--- src/logic/gdpc_pkg.sv ---
package gdpc_pkg;
	// Configuration indices of the three registers
	localparam logic [7:0] IDX_BANK1_DIR = 8'h31;
	localparam logic [7:0] IDX_BANK1_POL = 8'h32;
	localparam logic [7:0] IDX_BANK2_DIR = 8'h33;
	localparam logic [7:0] IDX_RESET = 8'h00;

	// Reset value of every register
	localparam logic [7:0] REG_RESET = 8'h00;
	// Value returned for an index this block does not own
	localparam logic [7:0] UNMAPPED_DATA = 8'h00;

	// Bank 2 register: bit 5 reads zero, writes ignored
	localparam logic [7:0] BANK2_WR_MASK = 8'hdf;
	localparam int BANK2_DIR_BIT = 3;
	localparam int BANK2_RO_BIT = 5;
	localparam int BANK2_ALTFN_BIT = 7;

	// Pin map: bank 1 pins 0..4, then bank 2 pin 3
	localparam int BANK1_PINS = 5;
	localparam int NUM_PINS = 6;
	localparam int BANK2_PIN_IDX = 5;
	localparam int SMI_PIN_IDX = 2;

	// Register access tracker
	typedef enum logic [1:0] {
		ACC_IDLE = 2'b00,
		ACC_READ = 2'b01,
		ACC_WRITE = 2'b10
	} gdpc_acc_t;
endpackage : gdpc_pkg

--- src/logic/gdpc_gpio_config.sv ---
// Overview of operation
// - Registers answer only in config state, matching index
// - Bank1 direction bits 0-4: 0 input, 1 output
// - Bank1 polarity bits 0-4: 0 plain, 1 inverted
// - Polarity bits 5-7 store, read back, no effect
// - Bank2 bit 3 sets bank2_pin3 direction
// - Bank2 bit 5 reads zero, writes ignored
// - Bank2 bit 7 puts interrupt on bank1_pin2
// - Non-inverted interrupt function drives active low
// - Open drain selectable for interrupt pin
// - All three registers reset to zero
`timescale 1ns/1ps
module gdpc_gpio_config (
	input wire logic core_clk_i,
	input wire logic rst_n_i,
	input wire logic cfg_state_i,
	input wire logic idx_wr_i,
	input wire logic data_wr_i,
	input wire logic data_rd_i,
	input wire logic [7:0] wdata_i,
	output logic [7:0] rdata_o,
	output logic ack_o,
	output logic hit_o,
	input wire logic smi_req_i,
	input wire logic od_sel_i,
	input wire logic [5:0] gpio_out_val_i,
	input wire logic [5:0] pad_in_i,
	output logic [5:0] pad_out_o,
	output logic [5:0] pad_oe_o,
	output logic [5:0] gpio_in_val_o
);
	logic [7:0] config_index_register;
	logic [7:0] gpio_bank1_direction;
	logic [7:0] gpio_bank1_polarity;
	logic [7:0] gpio_bank2_direction_altfn;
	gdpc_pkg::gdpc_acc_t acc_state;
	gdpc_pkg::gdpc_acc_t next_acc_state;
	logic [5:0] pin_dir;
	logic [5:0] pin_pol;
	logic smi_sel;

	function automatic logic is_mapped(input logic [7:0] idx);
		is_mapped = (idx == gdpc_pkg::IDX_BANK1_DIR) ||
			(idx == gdpc_pkg::IDX_BANK1_POL) ||
			(idx == gdpc_pkg::IDX_BANK2_DIR);
	endfunction : is_mapped

	function automatic logic wr_hit(input logic [7:0] idx,
		input logic [7:0] target);
		wr_hit = idx == target;
	endfunction : wr_hit

	// Index is only meaningful inside the configuration state
	always_ff @(posedge core_clk_i or negedge rst_n_i) begin
		if (!rst_n_i) begin
			config_index_register <= gdpc_pkg::IDX_RESET;
		end else if (cfg_state_i && idx_wr_i) begin
			config_index_register <= wdata_i;
		end
	end

	wire wr_ok = cfg_state_i && data_wr_i;

	// Reserved high bits kept as written; host restores defaults
	always_ff @(posedge core_clk_i or negedge rst_n_i) begin
		if (!rst_n_i) begin
			gpio_bank1_direction <= gdpc_pkg::REG_RESET;
		end else if (wr_ok && wr_hit(config_index_register,
			gdpc_pkg::IDX_BANK1_DIR)) begin
			gpio_bank1_direction <= wdata_i;
		end
	end

	always_ff @(posedge core_clk_i or negedge rst_n_i) begin
		if (!rst_n_i) begin
			gpio_bank1_polarity <= gdpc_pkg::REG_RESET;
		end else if (wr_ok && wr_hit(config_index_register,
			gdpc_pkg::IDX_BANK1_POL)) begin
			gpio_bank1_polarity <= wdata_i;
		end
	end

	always_ff @(posedge core_clk_i or negedge rst_n_i) begin
		if (!rst_n_i) begin
			gpio_bank2_direction_altfn <= gdpc_pkg::REG_RESET;
		end else if (wr_ok && wr_hit(config_index_register,
			gdpc_pkg::IDX_BANK2_DIR)) begin
			gpio_bank2_direction_altfn <= wdata_i &
				gdpc_pkg::BANK2_WR_MASK;
		end
	end

	// Access tracker: one answer cycle per strobe
	always_comb begin
		if (cfg_state_i && data_rd_i) begin
			next_acc_state = gdpc_pkg::ACC_READ;
		end else if (wr_ok) begin
			next_acc_state = gdpc_pkg::ACC_WRITE;
		end else begin
			next_acc_state = gdpc_pkg::ACC_IDLE;
		end
	end

	always_ff @(posedge core_clk_i or negedge rst_n_i) begin
		if (!rst_n_i) begin
			acc_state <= gdpc_pkg::ACC_IDLE;
		end else begin
			acc_state <= next_acc_state;
		end
	end

	always_ff @(posedge core_clk_i or negedge rst_n_i) begin
		if (!rst_n_i) begin
			ack_o <= 1'b0;
			hit_o <= 1'b0;
		end else begin
			ack_o <= next_acc_state != gdpc_pkg::ACC_IDLE;
			hit_o <= (next_acc_state != gdpc_pkg::ACC_IDLE) &&
				is_mapped(config_index_register);
		end
	end

	// Read data held until the next read answer
	always_ff @(posedge core_clk_i or negedge rst_n_i) begin
		if (!rst_n_i) begin
			rdata_o <= gdpc_pkg::REG_RESET;
		end else if (next_acc_state == gdpc_pkg::ACC_READ) begin
			case (config_index_register)
				gdpc_pkg::IDX_BANK1_DIR: begin
					rdata_o <= gpio_bank1_direction;
				end
				gdpc_pkg::IDX_BANK1_POL: begin
					rdata_o <= gpio_bank1_polarity;
				end
				gdpc_pkg::IDX_BANK2_DIR: begin
					rdata_o <= gpio_bank2_direction_altfn;
				end
				default: begin
					rdata_o <= gdpc_pkg::UNMAPPED_DATA;
				end
			endcase
		end
	end

	// Bank 2 polarity lives elsewhere; that pin stays non-inverted
	assign pin_dir = {gpio_bank2_direction_altfn[gdpc_pkg::BANK2_DIR_BIT],
		gpio_bank1_direction[gdpc_pkg::BANK1_PINS-1:0]};
	assign pin_pol = {1'b0,
		gpio_bank1_polarity[gdpc_pkg::BANK1_PINS-1:0]};
	assign smi_sel =
		gpio_bank2_direction_altfn[gdpc_pkg::BANK2_ALTFN_BIT];

	for (genvar i = 0; i < gdpc_pkg::NUM_PINS; i++) begin : g_pin
		gdpc_pin_cell u_cell (
			.core_clk_i(core_clk_i),
			.rst_n_i(rst_n_i),
			.dir_i(pin_dir[i]),
			.pol_i(pin_pol[i]),
			.alt_en_i(i == gdpc_pkg::SMI_PIN_IDX ? smi_sel : 1'b0),
			.alt_req_i(smi_req_i),
			.od_sel_i(od_sel_i),
			.out_val_i(gpio_out_val_i[i]),
			.pad_in_i(pad_in_i[i]),
			.pad_out_o(pad_out_o[i]),
			.pad_oe_o(pad_oe_o[i]),
			.in_val_o(gpio_in_val_o[i])
		);
	end
endmodule : gdpc_gpio_config

--- src/logic/gdpc_pin_cell.sv ---
`timescale 1ns/1ps
module gdpc_pin_cell (
	input wire logic core_clk_i,
	input wire logic rst_n_i,
	input wire logic dir_i,
	input wire logic pol_i,
	input wire logic alt_en_i,
	input wire logic alt_req_i,
	input wire logic od_sel_i,
	input wire logic out_val_i,
	input wire logic pad_in_i,
	output logic pad_out_o,
	output logic pad_oe_o,
	output logic in_val_o
);
	logic level;

	// Level on the pin before the driver type is applied
	always_comb begin
		if (alt_en_i) begin
			// Non-inverted polarity gives an active-low request
			level = pol_i ? alt_req_i : ~alt_req_i;
		end else begin
			level = out_val_i ^ pol_i;
		end
	end

	// Registered driver so pins never glitch on a register write
	always_ff @(posedge core_clk_i or negedge rst_n_i) begin
		if (!rst_n_i) begin
			pad_out_o <= 1'b0;
			pad_oe_o <= 1'b0;
		end else if (alt_en_i && od_sel_i) begin
			// Open drain: only pull low, release for high
			pad_out_o <= 1'b0;
			pad_oe_o <= ~level;
		end else if (alt_en_i) begin
			pad_out_o <= level;
			pad_oe_o <= 1'b1;
		end else begin
			pad_out_o <= level;
			pad_oe_o <= dir_i;
		end
	end

	// Read-back path is inverted by the same polarity bit
	always_ff @(posedge core_clk_i or negedge rst_n_i) begin
		if (!rst_n_i) begin
			in_val_o <= 1'b0;
		end else begin
			in_val_o <= pad_in_i ^ pol_i;
		end
	end
endmodule : gdpc_pin_cell

--- config.mk ---
export PLATFORM = sky130hd
export DESIGN_NAME = gdpc_gpio_config
export DESIGN_NICKNAME = d
export VERILOG_FILES = /design/src/logic/gdpc_pkg.sv /design/src/logic/gdpc_gpio_config.sv /design/src/logic/gdpc_pin_cell.sv
export SDC_FILE = /design/constraint.sdc
export NUM_CORES = 1
export LEC_CHECK = 0
export BUFFER_PORTS_ARGS = -buffer_cell sky130_fd_sc_hd__buf_2
export CAP_MARGIN = 20
export CORE_MARGIN = 3
export CORE_UTILIZATION = 60
export CTS_BUF_LIST = sky130_fd_sc_hd__clkbuf_2 sky130_fd_sc_hd__clkbuf_4 sky130_fd_sc_hd__clkbuf_8
export CTS_CLUSTER_DIAMETER = 30
export DETAILED_ROUTE_END_ITERATION = 6
export MAX_ROUTING_LAYER = met4
export PLACE_DENSITY = 0.88
export SYNTH_ARGS = -nofsm -noshare
export SYNTH_HDL_FRONTEND = slang
export SYNTH_SLANG_ARGS = --single-unit
--- constraint.sdc ---
create_clock -name core_clk_i -period 2.31 [get_ports core_clk_i]
set_input_delay 0 -clock core_clk_i [delete_from_list [all_inputs] [get_ports core_clk_i]]
set_output_delay 0 -clock core_clk_i [all_outputs]
set_load 0.01 [all_outputs]
==> impl_metrics.csv, run 1 <==
group,metric,value,unit
logic_synthesis,syn_avg_cell_area,14.2,um2
global_route,grt_first_pass_wirelength,8630,um
placed_design,dpl_cell_area,2750,um2
logic_synthesis,synth_common_cells,"59 x dfrtp_1, 23 x mux2_2, 19 x buf_4, 15 x mux2_4, 13 x nand2_1",
power_and_ir_drop,power_density,745,nW/um2
placed_design,place_inst,266,
timing,min_period_over_period,76.2,%
logic_synthesis,yosysWarningCount,0,
logic_synthesis,synth_nets,209,
setup_path,worstSetupPathType,"register to register",
power_and_ir_drop,p_leak,1.63,nW
global_route,grt_max_degree,60,
finish,fin_area,3170,um2
routing,ant_nets,0,
floorplanning,start_util,63.2,%
timing,max_freq,0.568,GHz
logic_synthesis,synth_area_leader_cell,"dfrtp_1",
logic_synthesis,ys_top_cells_by_area,"dfrtp_1 58%, mux2_2 10%, mux2_4 8.8%, buf_4 5.6%, xor2_1 3.1%",
clock_tree,clock_latency,0.32,ns
routing,wl,5100,um
setup_path,crit_slowest_cell,"dfrtp_1",
clock_tree,cts_resized,0,
logic_synthesis,syn_inst,181,
global_route,antenna_found_initial,0,
floorplanning,fp.dieH,71.4,um
clock_tree,cts_root_buffer,"clkbuf_8",
routing,num_vias,1606,
finish,drive_gt1_share,46.5,%
min_path,min_path_type,"input pin to register",
setup_path,cp-start-kind,"register",
logic_synthesis,synthArstFlopShare,100,%
routing,wl_per_cell,16.8,um
setup_path,cp_slowest_stage_delay,0.59,ns
logic_synthesis,synth-edff-count,0,
floorplanning,io_pins,56,
global_route,overflow,0,
timing,setup_viol,0,
timing,timing.final.crit_period,1.76,ns
logic_synthesis,ys.flop_type,"dfrtp_1",
outcome,outcome,"completed",
routing,drc,0,
global_route,grt_pass1_vias,1823,
timing,fin_skew,0.00540,ns
finish,nFillCells,232,
logic_synthesis,synth.top_cell.area_share,57.6,%
finish,diodes,0,
setup_path,path_max_fanout,12,
clock_tree,cts_sinks,59,
logic_synthesis,syn-cell-area,2560,um2
floorplanning,fp.dieW,71.4,um
floorplanning,core,4060,um2
finish,syn2layout_area_growth,23.6,%
timing,finalHoldViolCount,0,
timing,relSlewSlack,52.4,%
clock_tree,hold_buffers,22,
logic_synthesis,ys_ff_latch,59,
setup_path,cp-end-kind,"register",
setup_path,crit_buf_inv,0,
logic_synthesis,yosysMostFrequentCell,"dfrtp_1",
floorplanning,rows,23,
finish,finalNonFillerCells,304,
clock_tree,cts_tree,"built",
clock_tree,cts.clk_slew.worst_paths,0.06,ns
job,maxCapViolations,0,
timing,maxSlewViolCount,0,
logic_synthesis,synth.distinct_cells,27,
routing,firstDrtPassIters,4,
timing,rsz0062_at_grt,"false",
floorplanning,dieArea,5090,um2
timing,tightest_slew,0.714,ns
setup_path,critPathRequiredTime,2.51,ns
placed_design,numPortBuffers,55,
setup_path,worst-endpoint-arrival,1.97,ns
placed_design,place_hpwl,3270,um
setup_path,cp_cell_sequence,"and2_1, and4b_1, mux2_4",
clock_tree,cts_made_buffers,9,
finish,nets,277,
power_and_ir_drop,p_total,0.00236,W
setup_path,cp_top_family,"simple AND/OR/NAND/NOR gates",
clock_tree,post-cts-setup-buffers,0,
clock_tree,clk_path_buf_depth,2,
power_and_ir_drop,ir_drop,0.496,mV
clock_tree,cts_max_level,3,
placed_design,gp_congestion,0.790,
routing,drt_iter0_drc,71,
timing,setup_tns,0,ns
logic_synthesis,seq_area_frac_synth,57.6,%
global_route,grtUsageTotal,23.0,%
routing,vias_per_cell,5.28,
-- final timing paths --
check / start / end / slack [ns] / cells past startpoint
worst max-delay path: config_index_register[0] / gpio_bank2_direction_altfn[4] / 0.55 / 3
worst min-delay path: data_wr_i / ack_o / 0.02 / 3
min in group asynchronous: rst_n_i / g_pin[1].u_cell.pad_out_o / 0.36 / 3
max in group asynchronous: rst_n_i / gpio_bank1_direction[2] / 1.48 / 3
worst max register to register: config_index_register[0] / gpio_bank2_direction_altfn[4] / 0.55 / 3
worst min register to register: gpio_bank1_direction[3] / g_pin[3].u_cell.pad_oe_o / 0.41 / 0
-- through the flow --
step	util [%]	setup WS, ns	hold slack, ns
after global routing	78.1	0.472	0.0568
after floorplan	-	0.840	-0.296
after global placement	67.8	0.664	0.113
after CTS	78.1	0.585	0.00790
final	78.1	0.549	0.0188
after detailed placement	67.8	0.593	0.113
-- placed cells by master, fill, tap and decap left out, drive strengths merged, types with 2 or more instances in the layout --
cell type    instances
nand2               13
mux2                38
clkbuf              15
a22oi                8
xor2                 9
a31oi                2
nor2b                3
dlygate4sd3         22
nor2                 5
buf                 60
o21ai                7
and4b                2
dfrtp               59
-- power by group --
part	total (W)	leakage [nW]	switching, W	internal (W)
logic	0.000290	0.751	0.000131	0.000159
clock network	0.000904	0.107	0.000374	0.000530
registers	0.00117	0.774	0.0000593	0.00111
-- cells by family (layout without fill, tap and decap cells) --
family | Yosys count | count (layout) | share of synthesized area (%)
xor gates and xnor gates | 10 | 10 | 3.42
and+or+nand+nor | 28 | 28 | 7.61
buffers and inverters | 26 | 99 | 7.52
DFF | 59 | 59 | 57.6
muxes | 38 | 38 | 18.9
AOI/OAI and AO/OA | 20 | 20 | 4.98
-- worst min-delay path, stage by stage --
cell and delay [ns]:
buf_2 0.07, nand2_1 0.09, nand2_1 0.13
-- per-layer routing --
| layer | vias up | global-route usage [%] | share of wire, % | wire [um] |
|---|---|---|---|---|
| li1 | 745 | - | - | - |
| met1 | 798 | 27.1 | 41 | 2110 |
| met2 | 52 | 36.8 | 51 | 2580 |
| met3 | 11 | 5.33 | 6.0 | 304 |
| met4 | 0 | 11.9 | 2.1 | 107 |
| met5 | - | - | 0 | 0 |
-- registers in the layout, indices dropped and copies added, names as in the netlist --
name / flops
hit_o: 1
g_pin.u_cell.pad_out_o: 6
g_pin.u_cell.pad_oe_o: 6
gpio_bank1_direction: 8
gpio_bank2_direction_altfn: 7
gpio_bank1_polarity: 8
config_index_register: 8
g_pin.u_cell.in_val_o: 6
ack_o: 1
rdata_o: 8
-- layout make-up --
| cell class | count | area (um2) | area share [%] |
|---|---|---|---|
| Clock inverter | 1 | 5.00 | 0.158 |
| Inverter | 1 | 3.75 | 0.118 |
| Clock buffer | 15 | 194 | 6.12 |
| Multi-Input combinational cell | 96 | 895 | 28.2 |
| Timing Repair Buffer | 82 | 533 | 16.8 |
| Sequential cell | 59 | 1480 | 46.6 |
| Tap cell | 50 | 62.6 | 1.97 |
Power figures use the tool's default switching activity.
==> run 2, diff against run 1 <==
--- a/config.mk
+++ b/config.mk
@@ -8,12 +8,12 @@
 export BUFFER_PORTS_ARGS = -buffer_cell sky130_fd_sc_hd__buf_2
 export CAP_MARGIN = 20
 export CORE_MARGIN = 3
-export CORE_UTILIZATION = 60
+export CORE_UTILIZATION = 56
 export CTS_BUF_LIST = sky130_fd_sc_hd__clkbuf_2 sky130_fd_sc_hd__clkbuf_4 sky130_fd_sc_hd__clkbuf_8
 export CTS_CLUSTER_DIAMETER = 30
 export DETAILED_ROUTE_END_ITERATION = 6
 export MAX_ROUTING_LAYER = met4
-export PLACE_DENSITY = 0.88
+export PLACE_DENSITY = 0.83
 export SYNTH_ARGS = -nofsm -noshare
 export SYNTH_HDL_FRONTEND = slang
 export SYNTH_SLANG_ARGS = --single-unit
==> constraint.sdc (replaced) <==
create_clock -name core_clk_i -period 1.7 [get_ports core_clk_i]
set_input_delay 0 -clock core_clk_i [delete_from_list [all_inputs] [get_ports core_clk_i]]
set_output_delay 0 -clock core_clk_i [all_outputs]
set_load 0.01 [all_outputs]
==> impl_metrics.csv, run 2 (same netlist as run 1, synthesis figures left out) <==
group,metric,value,unit
floorplanning,core,4200,um2
finish,final_common_cell,"dfrtp_1",
setup_path,worst-endpoint-arrival,1.77,ns
setup_path,path_max_fanout,5,
setup_path,cp-end-kind,"register",
placed_design,numPortBuffers,55,
power_and_ir_drop,clock_power_share,35.4,%
routing,num_vias,1635,
timing,max_freq,0.644,GHz
timing,fin_skew,0.00560,ns
setup_path,r2r_slack,0.15,ns
routing,wl_per_cell,17.1,um
power_and_ir_drop,ir_drop,0.589,mV
power_and_ir_drop,p_leak,1.64,nW
setup_path,cp-start-kind,"register",
clock_tree,clock_latency,0.33,ns
clock_tree,cts_max_level,3,
timing,setup_viol,0,
min_path,min_from,"smi_req_i",
setup_path,reg2reg_from,"config_index_register[3]",
timing,rsz0062_at_grt,"false",
global_route,grtUsageTotal,22.7,%
clock_tree,cts.clk_slew.worst_paths,0.06,ns
placed_design,dpl_cell_area,2790,um2
floorplanning,fp.dieH,73.7,um
power_and_ir_drop,seqPwrFrac,51.1,%
routing,vias_per_cell,5.34,
power_and_ir_drop,p_int,0.00232,W
timing,timing.final.crit_period,1.55,ns
power_and_ir_drop,power_density,973,nW/um2
placed_design,gp_congestion,0.803,
global_route,grt_pass1_vias,1734,
routing,wl,5240,um
clock_tree,cts_root_buffer,"clkbuf_8",
setup_path,critPathLaunch,"config_index_register[3]",
timing,min_period_over_period,91.3,%
setup_path,critPathRequiredTime,1.92,ns
min_path,min_path_type,"input pin to register",
finish,fin_area,3180,um2
outcome,outcome,"completed",
timing,relSlewSlack,60.0,%
routing,drt_iter0_drc,66,
clock_tree,post-cts-setup-buffers,0,
finish,syn2layout_area_growth,24.1,%
floorplanning,io_pins,56,
placed_design,place_hpwl,3490,um
timing,tightest_slew,0.601,ns
floorplanning,fp.dieW,73.7,um
setup_path,worstSetupPathType,"register to register",
clock_tree,clk_path_buf_depth,2,
global_route,grt_first_pass_wirelength,8510,um
global_route,overflow,0,
power_and_ir_drop,p_sw,0.000778,W
global_route,grt_max_degree,35,
clock_tree,cts_made_buffers,9,
floorplanning,start_util,61.0,%
power_and_ir_drop,p_sw_share,25.1,%
floorplanning,rows,23,
finish,final_cell_mix,"59 x dfrtp_1, 55 x buf_2, 23 x mux2_2, 23 x dlygate4sd3_1, 15 x mux2_4",
floorplanning,dieArea,5430,um2
routing,drc,0,
job,maxCapViolations,0,
global_route,antenna_found_initial,0,
routing,ant_nets,0,
timing,maxSlewViolCount,0,
clock_tree,cts_tree,"built",
finish,nets,281,
timing,setup_tns,0,ns
power_and_ir_drop,power_frac_comb,13.5,%
finish,drive_gt1_share,46.5,%
timing,finalHoldViolCount,0,
clock_tree,cts_sinks,59,
finish,diodes,0,
routing,firstDrtPassIters,4,
==> run 2: path summary, 6_finish.rpt <==
check / end / cells after the start
max: gpio_bank1_polarity[4] / 4
min: g_pin[2].u_cell.pad_out_o / 3
max reg2reg: gpio_bank1_polarity[4] / 4
min reg2reg: g_pin[1].u_cell.pad_oe_o / 0
max in group asynchronous: config_index_register[7] / 3
min in group asynchronous: g_pin[3].u_cell.pad_oe_o / 2
==> run 2: cell type report <==
type | instances | area (um2)
tap | 50 | 62.6
fill | 238 | 1020
sequential | 59 | 1480
multi-input combinational | 96 | 895
inverter | 1 | 3.75
clock inverter | 3 | 15.0
clock buffer | 11 | 151
timing repair buffer | 86 | 578
==> run 2: metrics by stage <==
| step | power [W] | std cells | setup slack, ns | util [%] | hold slack [ns] |
|---|---|---|---|---|---|
| after floorplan | 0.00186 | 181 | 0.230 | - | -0.296 |
| after global placement | 0.00196 | 269 | 0.183 | 66.3 | 0.0318 |
| after detailed placement | 0.00198 | 269 | 0.150 | 66.3 | 0.0435 |
| after CTS | 0.00311 | 306 | 0.151 | 75.7 | 0.0238 |
| after global routing | 0.00322 | 306 | 0.105 | 75.7 | 0.0667 |
| final | 0.00309 | 306 | 0.147 | 75.7 | 0.0306 |
==> run 2: power groups by stage <==
stage | clock network, W | registers (W) | logic, W
floorplan | 0 | 0.00158 | 0.000280
global placement | 0 | 0.00160 | 0.000358
detailed placement | 0 | 0.00161 | 0.000375
CTS | 0.00111 | 0.00158 | 0.000419
global route | 0.00117 | 0.00160 | 0.000453
finish | 0.00109 | 0.00158 | 0.000417
==> run 2: routing by layer <==
metal	wire length (um)	up-vias	global-route usage (%)
met5	0	-	-
met4	98	0	10.7
met3	296	8	6.98
met2	2680	51	36.2
met1	2170	826	26.1
li1	-	750	-
==> run 2: worst max-delay path, stage by stage, from the launching register on <==
cell	delay (ns)
dfrtp_1	0.36
and4bb_4	0.38
and4b_1	0.24
buf_4	0.16
mux2_4	0.30
==> run 2: timing repair <==
item                      in CTS  in global routing
resized for setup              0                  0
hold buffers                  23                  0
hold endpoints to repair      69                  0
==> run 3, diff against run 2 <==
--- a/config.mk
+++ b/config.mk
@@ -7,6 +7,7 @@
 export LEC_CHECK = 0
 export BUFFER_PORTS_ARGS = -buffer_cell sky130_fd_sc_hd__buf_2
 export CAP_MARGIN = 20
+export CORE_ASPECT_RATIO = 1.2
 export CORE_MARGIN = 3
 export CORE_UTILIZATION = 56
 export CTS_BUF_LIST = sky130_fd_sc_hd__clkbuf_2 sky130_fd_sc_hd__clkbuf_4 sky130_fd_sc_hd__clkbuf_8
==> impl_metrics.csv, run 3 (same netlist as run 1, synthesis figures left out) <==
group,metric,value,unit
placed_design,dpl_cell_area,2800,um2
outcome,outcome,"completed",
placed_design,gp_congestion,0.773,
global_route,grt_pass1_vias,1736,
clock_tree,cts_root_buffer,"clkbuf_8",
timing,min_period_over_period,92.5,%
timing,setup_viol,0,
routing,num_vias,1665,
min_path,holdPathStages,3,
setup_path,worst-endpoint-arrival,1.80,ns
finish,final_common_cell,"dfrtp_1",
routing,ant_nets,0,
routing,wl,5260,um
setup_path,reg2reg_from,"config_index_register[3]",
setup_path,timing.rr.end,"gpio_bank1_polarity[7]",
timing,finalHoldViolCount,0,
timing,relSlewSlack,74.0,%
setup_path,cp_cell_sequence,"and4bb_4, and4b_1, buf_4, mux2_4",
timing,tightest_slew,0.388,ns
min_path,min_from,"smi_req_i",
finish,syn2layout_area_growth,25.8,%
min_path,holdPathEnd,"g_pin[2].u_cell.pad_out_o",
global_route,grt_max_degree,60,
clock_tree,cts.clk_slew.worst_paths,0.07,ns
floorplanning,start_util,59.3,%
power_and_ir_drop,power_density,980,nW/um2
floorplanning,fp.dieW,67.8,um
setup_path,critPathRequiredTime,1.92,ns
setup_path,path_max_fanout,5,
floorplanning,dieArea,5430,um2
timing,maxSlewViolCount,0,
power_and_ir_drop,power_frac_comb,13.4,%
clock_tree,clock_latency,0.34,ns
routing,vias_per_cell,5.27,
floorplanning,core,4330,um2
finish,diodes,0,
power_and_ir_drop,p_leak,1.65,nW
clock_tree,cts_resized,0,
setup_path,worstRegToRegCells,4,
clock_tree,clk_path_buf_depth,2,
power_and_ir_drop,seqPwrFrac,49.9,%
setup_path,crit_slowest_cell,"and4bb_4",
setup_path,cp-start-kind,"register",
clock_tree,cts_made_buffers,9,
setup_path,cp-end-kind,"register",
power_and_ir_drop,p_sw_share,25.5,%
global_route,overflow,0,
finish,fin_area,3220,um2
placed_design,numPortBuffers,55,
clock_tree,cts_sinks,59,
routing,drc,0,
setup_path,crit_buf_inv,1,
global_route,grtUsageTotal,22.4,%
routing,drt_iter0_drc,105,
global_route,antenna_found_initial,0,
timing,rsz0062_at_grt,"false",
setup_path,worstSetupPathType,"register to register",
routing,firstDrtPassIters,4,
placed_design,place_inst,276,
global_route,grt_first_pass_wirelength,8370,um
setup_path,cp_top_family,"simple AND/OR/NAND/NOR gates",
min_path,min_path_type,"input pin to register",
floorplanning,rows,26,
power_and_ir_drop,p_int,0.00235,W
routing,wl_per_cell,16.6,um
floorplanning,fp.dieH,80.1,um
finish,nFillCells,263,
power_and_ir_drop,clock_power_share,36.7,%
clock_tree,cts_max_level,3,
finish,final_core_util,74.5,%
power_and_ir_drop,p_sw,0.000806,W
timing,whs,0.0563,ns
finish,final_cell_mix,"59 x dfrtp_1, 55 x buf_2, 24 x dlygate4sd3_1",
power_and_ir_drop,ir_drop,0.524,mV
floorplanning,io_pins,56,
finish,nets,283,
timing,setup_tns,0,ns
timing,fin_skew,0.0118,ns
clock_tree,cts_tree,"built",
finish,drive_gt1_share,46.9,%
setup_path,cp_slowest_stage_delay,0.37,ns
job,maxCapViolations,0,
finish,finalNonFillerCells,316,
setup_path,r2r_slack,0.13,ns
timing,timing.final.crit_period,1.57,ns
placed_design,place_hpwl,3220,um
timing,max_freq,0.636,GHz
[run 3: changes by cell type in the layout (fill, tap and decap cells not counted), sizes merged]
cell and change:
buf +1, clkbuf +1, clkinvlp +2, dlygate4sd3 +1, clkinv -1
[run 3: final cells by class]
cell class | count | area [um2] | share of cell area, %
Sequential cell | 59 | 1480 | 45.8
Multi-Input combinational cell | 96 | 895 | 27.7
Timing Repair Buffer | 88 | 596 | 18.5
Clock buffer | 12 | 159 | 4.93
Tap cell | 56 | 70.1 | 2.17
Clock inverter | 4 | 25.0 | 0.776
Inverter | 1 | 3.75 | 0.116
[run 3: tightest hold or removal path, cell delays in order]
cell and delay, ns:
buf_2 0.12, a31oi_1 0.11, a21oi_1 0.13
[run 3: routing by layer]
metal  GRT usage [%]  wire (um)  up-vias
met5               -          0        -
met4            7.71         57        0
met2            36.7       2780       54
met3            8.11        309        5
met1            25.1       2120      850
li1                -          -      756
[run 3: worst max path at each step]
| stage | start | to | slack [ns] | cells after the start |
|---|---|---|---|---|
| 2_1_floorplan | config_index_register[3] | gpio_bank1_polarity[0] | 0.23 | 4 |
| 3_3_place_gp | config_index_register[3] | gpio_bank2_direction_altfn[2] | 0.17 | 4 |
| 3_5_place_dp | config_index_register[3] | gpio_bank2_direction_altfn[3] | 0.15 | 4 |
| 4_1_cts | config_index_register[3] | gpio_bank1_polarity[1] | 0.13 | 4 |
| 5_1_grt | config_index_register[3] | gpio_bank1_polarity[7] | 0.07 | 4 |
| 6_report | config_index_register[3] | gpio_bank1_polarity[7] | 0.13 | 4 |
[run 3: repair_timing]
item / 4_1_cts / 5_1_grt
setup buffers: 0 / 0
hold endpoints to repair: 103 / 0
hold buffers: 24 / 0
[run 3: power groups by stage]
stage,Combinational (W),Sequential [W],Clock [W]
after floorplan,0.000280,0.00158,0
after global placement,0.000367,0.00159,0
after detailed placement,0.000376,0.00160,0
after CTS,0.000422,0.00157,0.00118
after global routing,0.000460,0.00159,0.00125
final,0.000422,0.00158,0.00116
[run 3: stage by stage]
step	power (W)	setup WS, ns
2_1_floorplan	0.00186	0.230
3_5_place_dp	0.00198	0.145
3_3_place_gp	0.00196	0.170
4_1_cts	0.00318	0.131
5_1_grt	0.00330	0.0704
6_report	0.00316	0.128
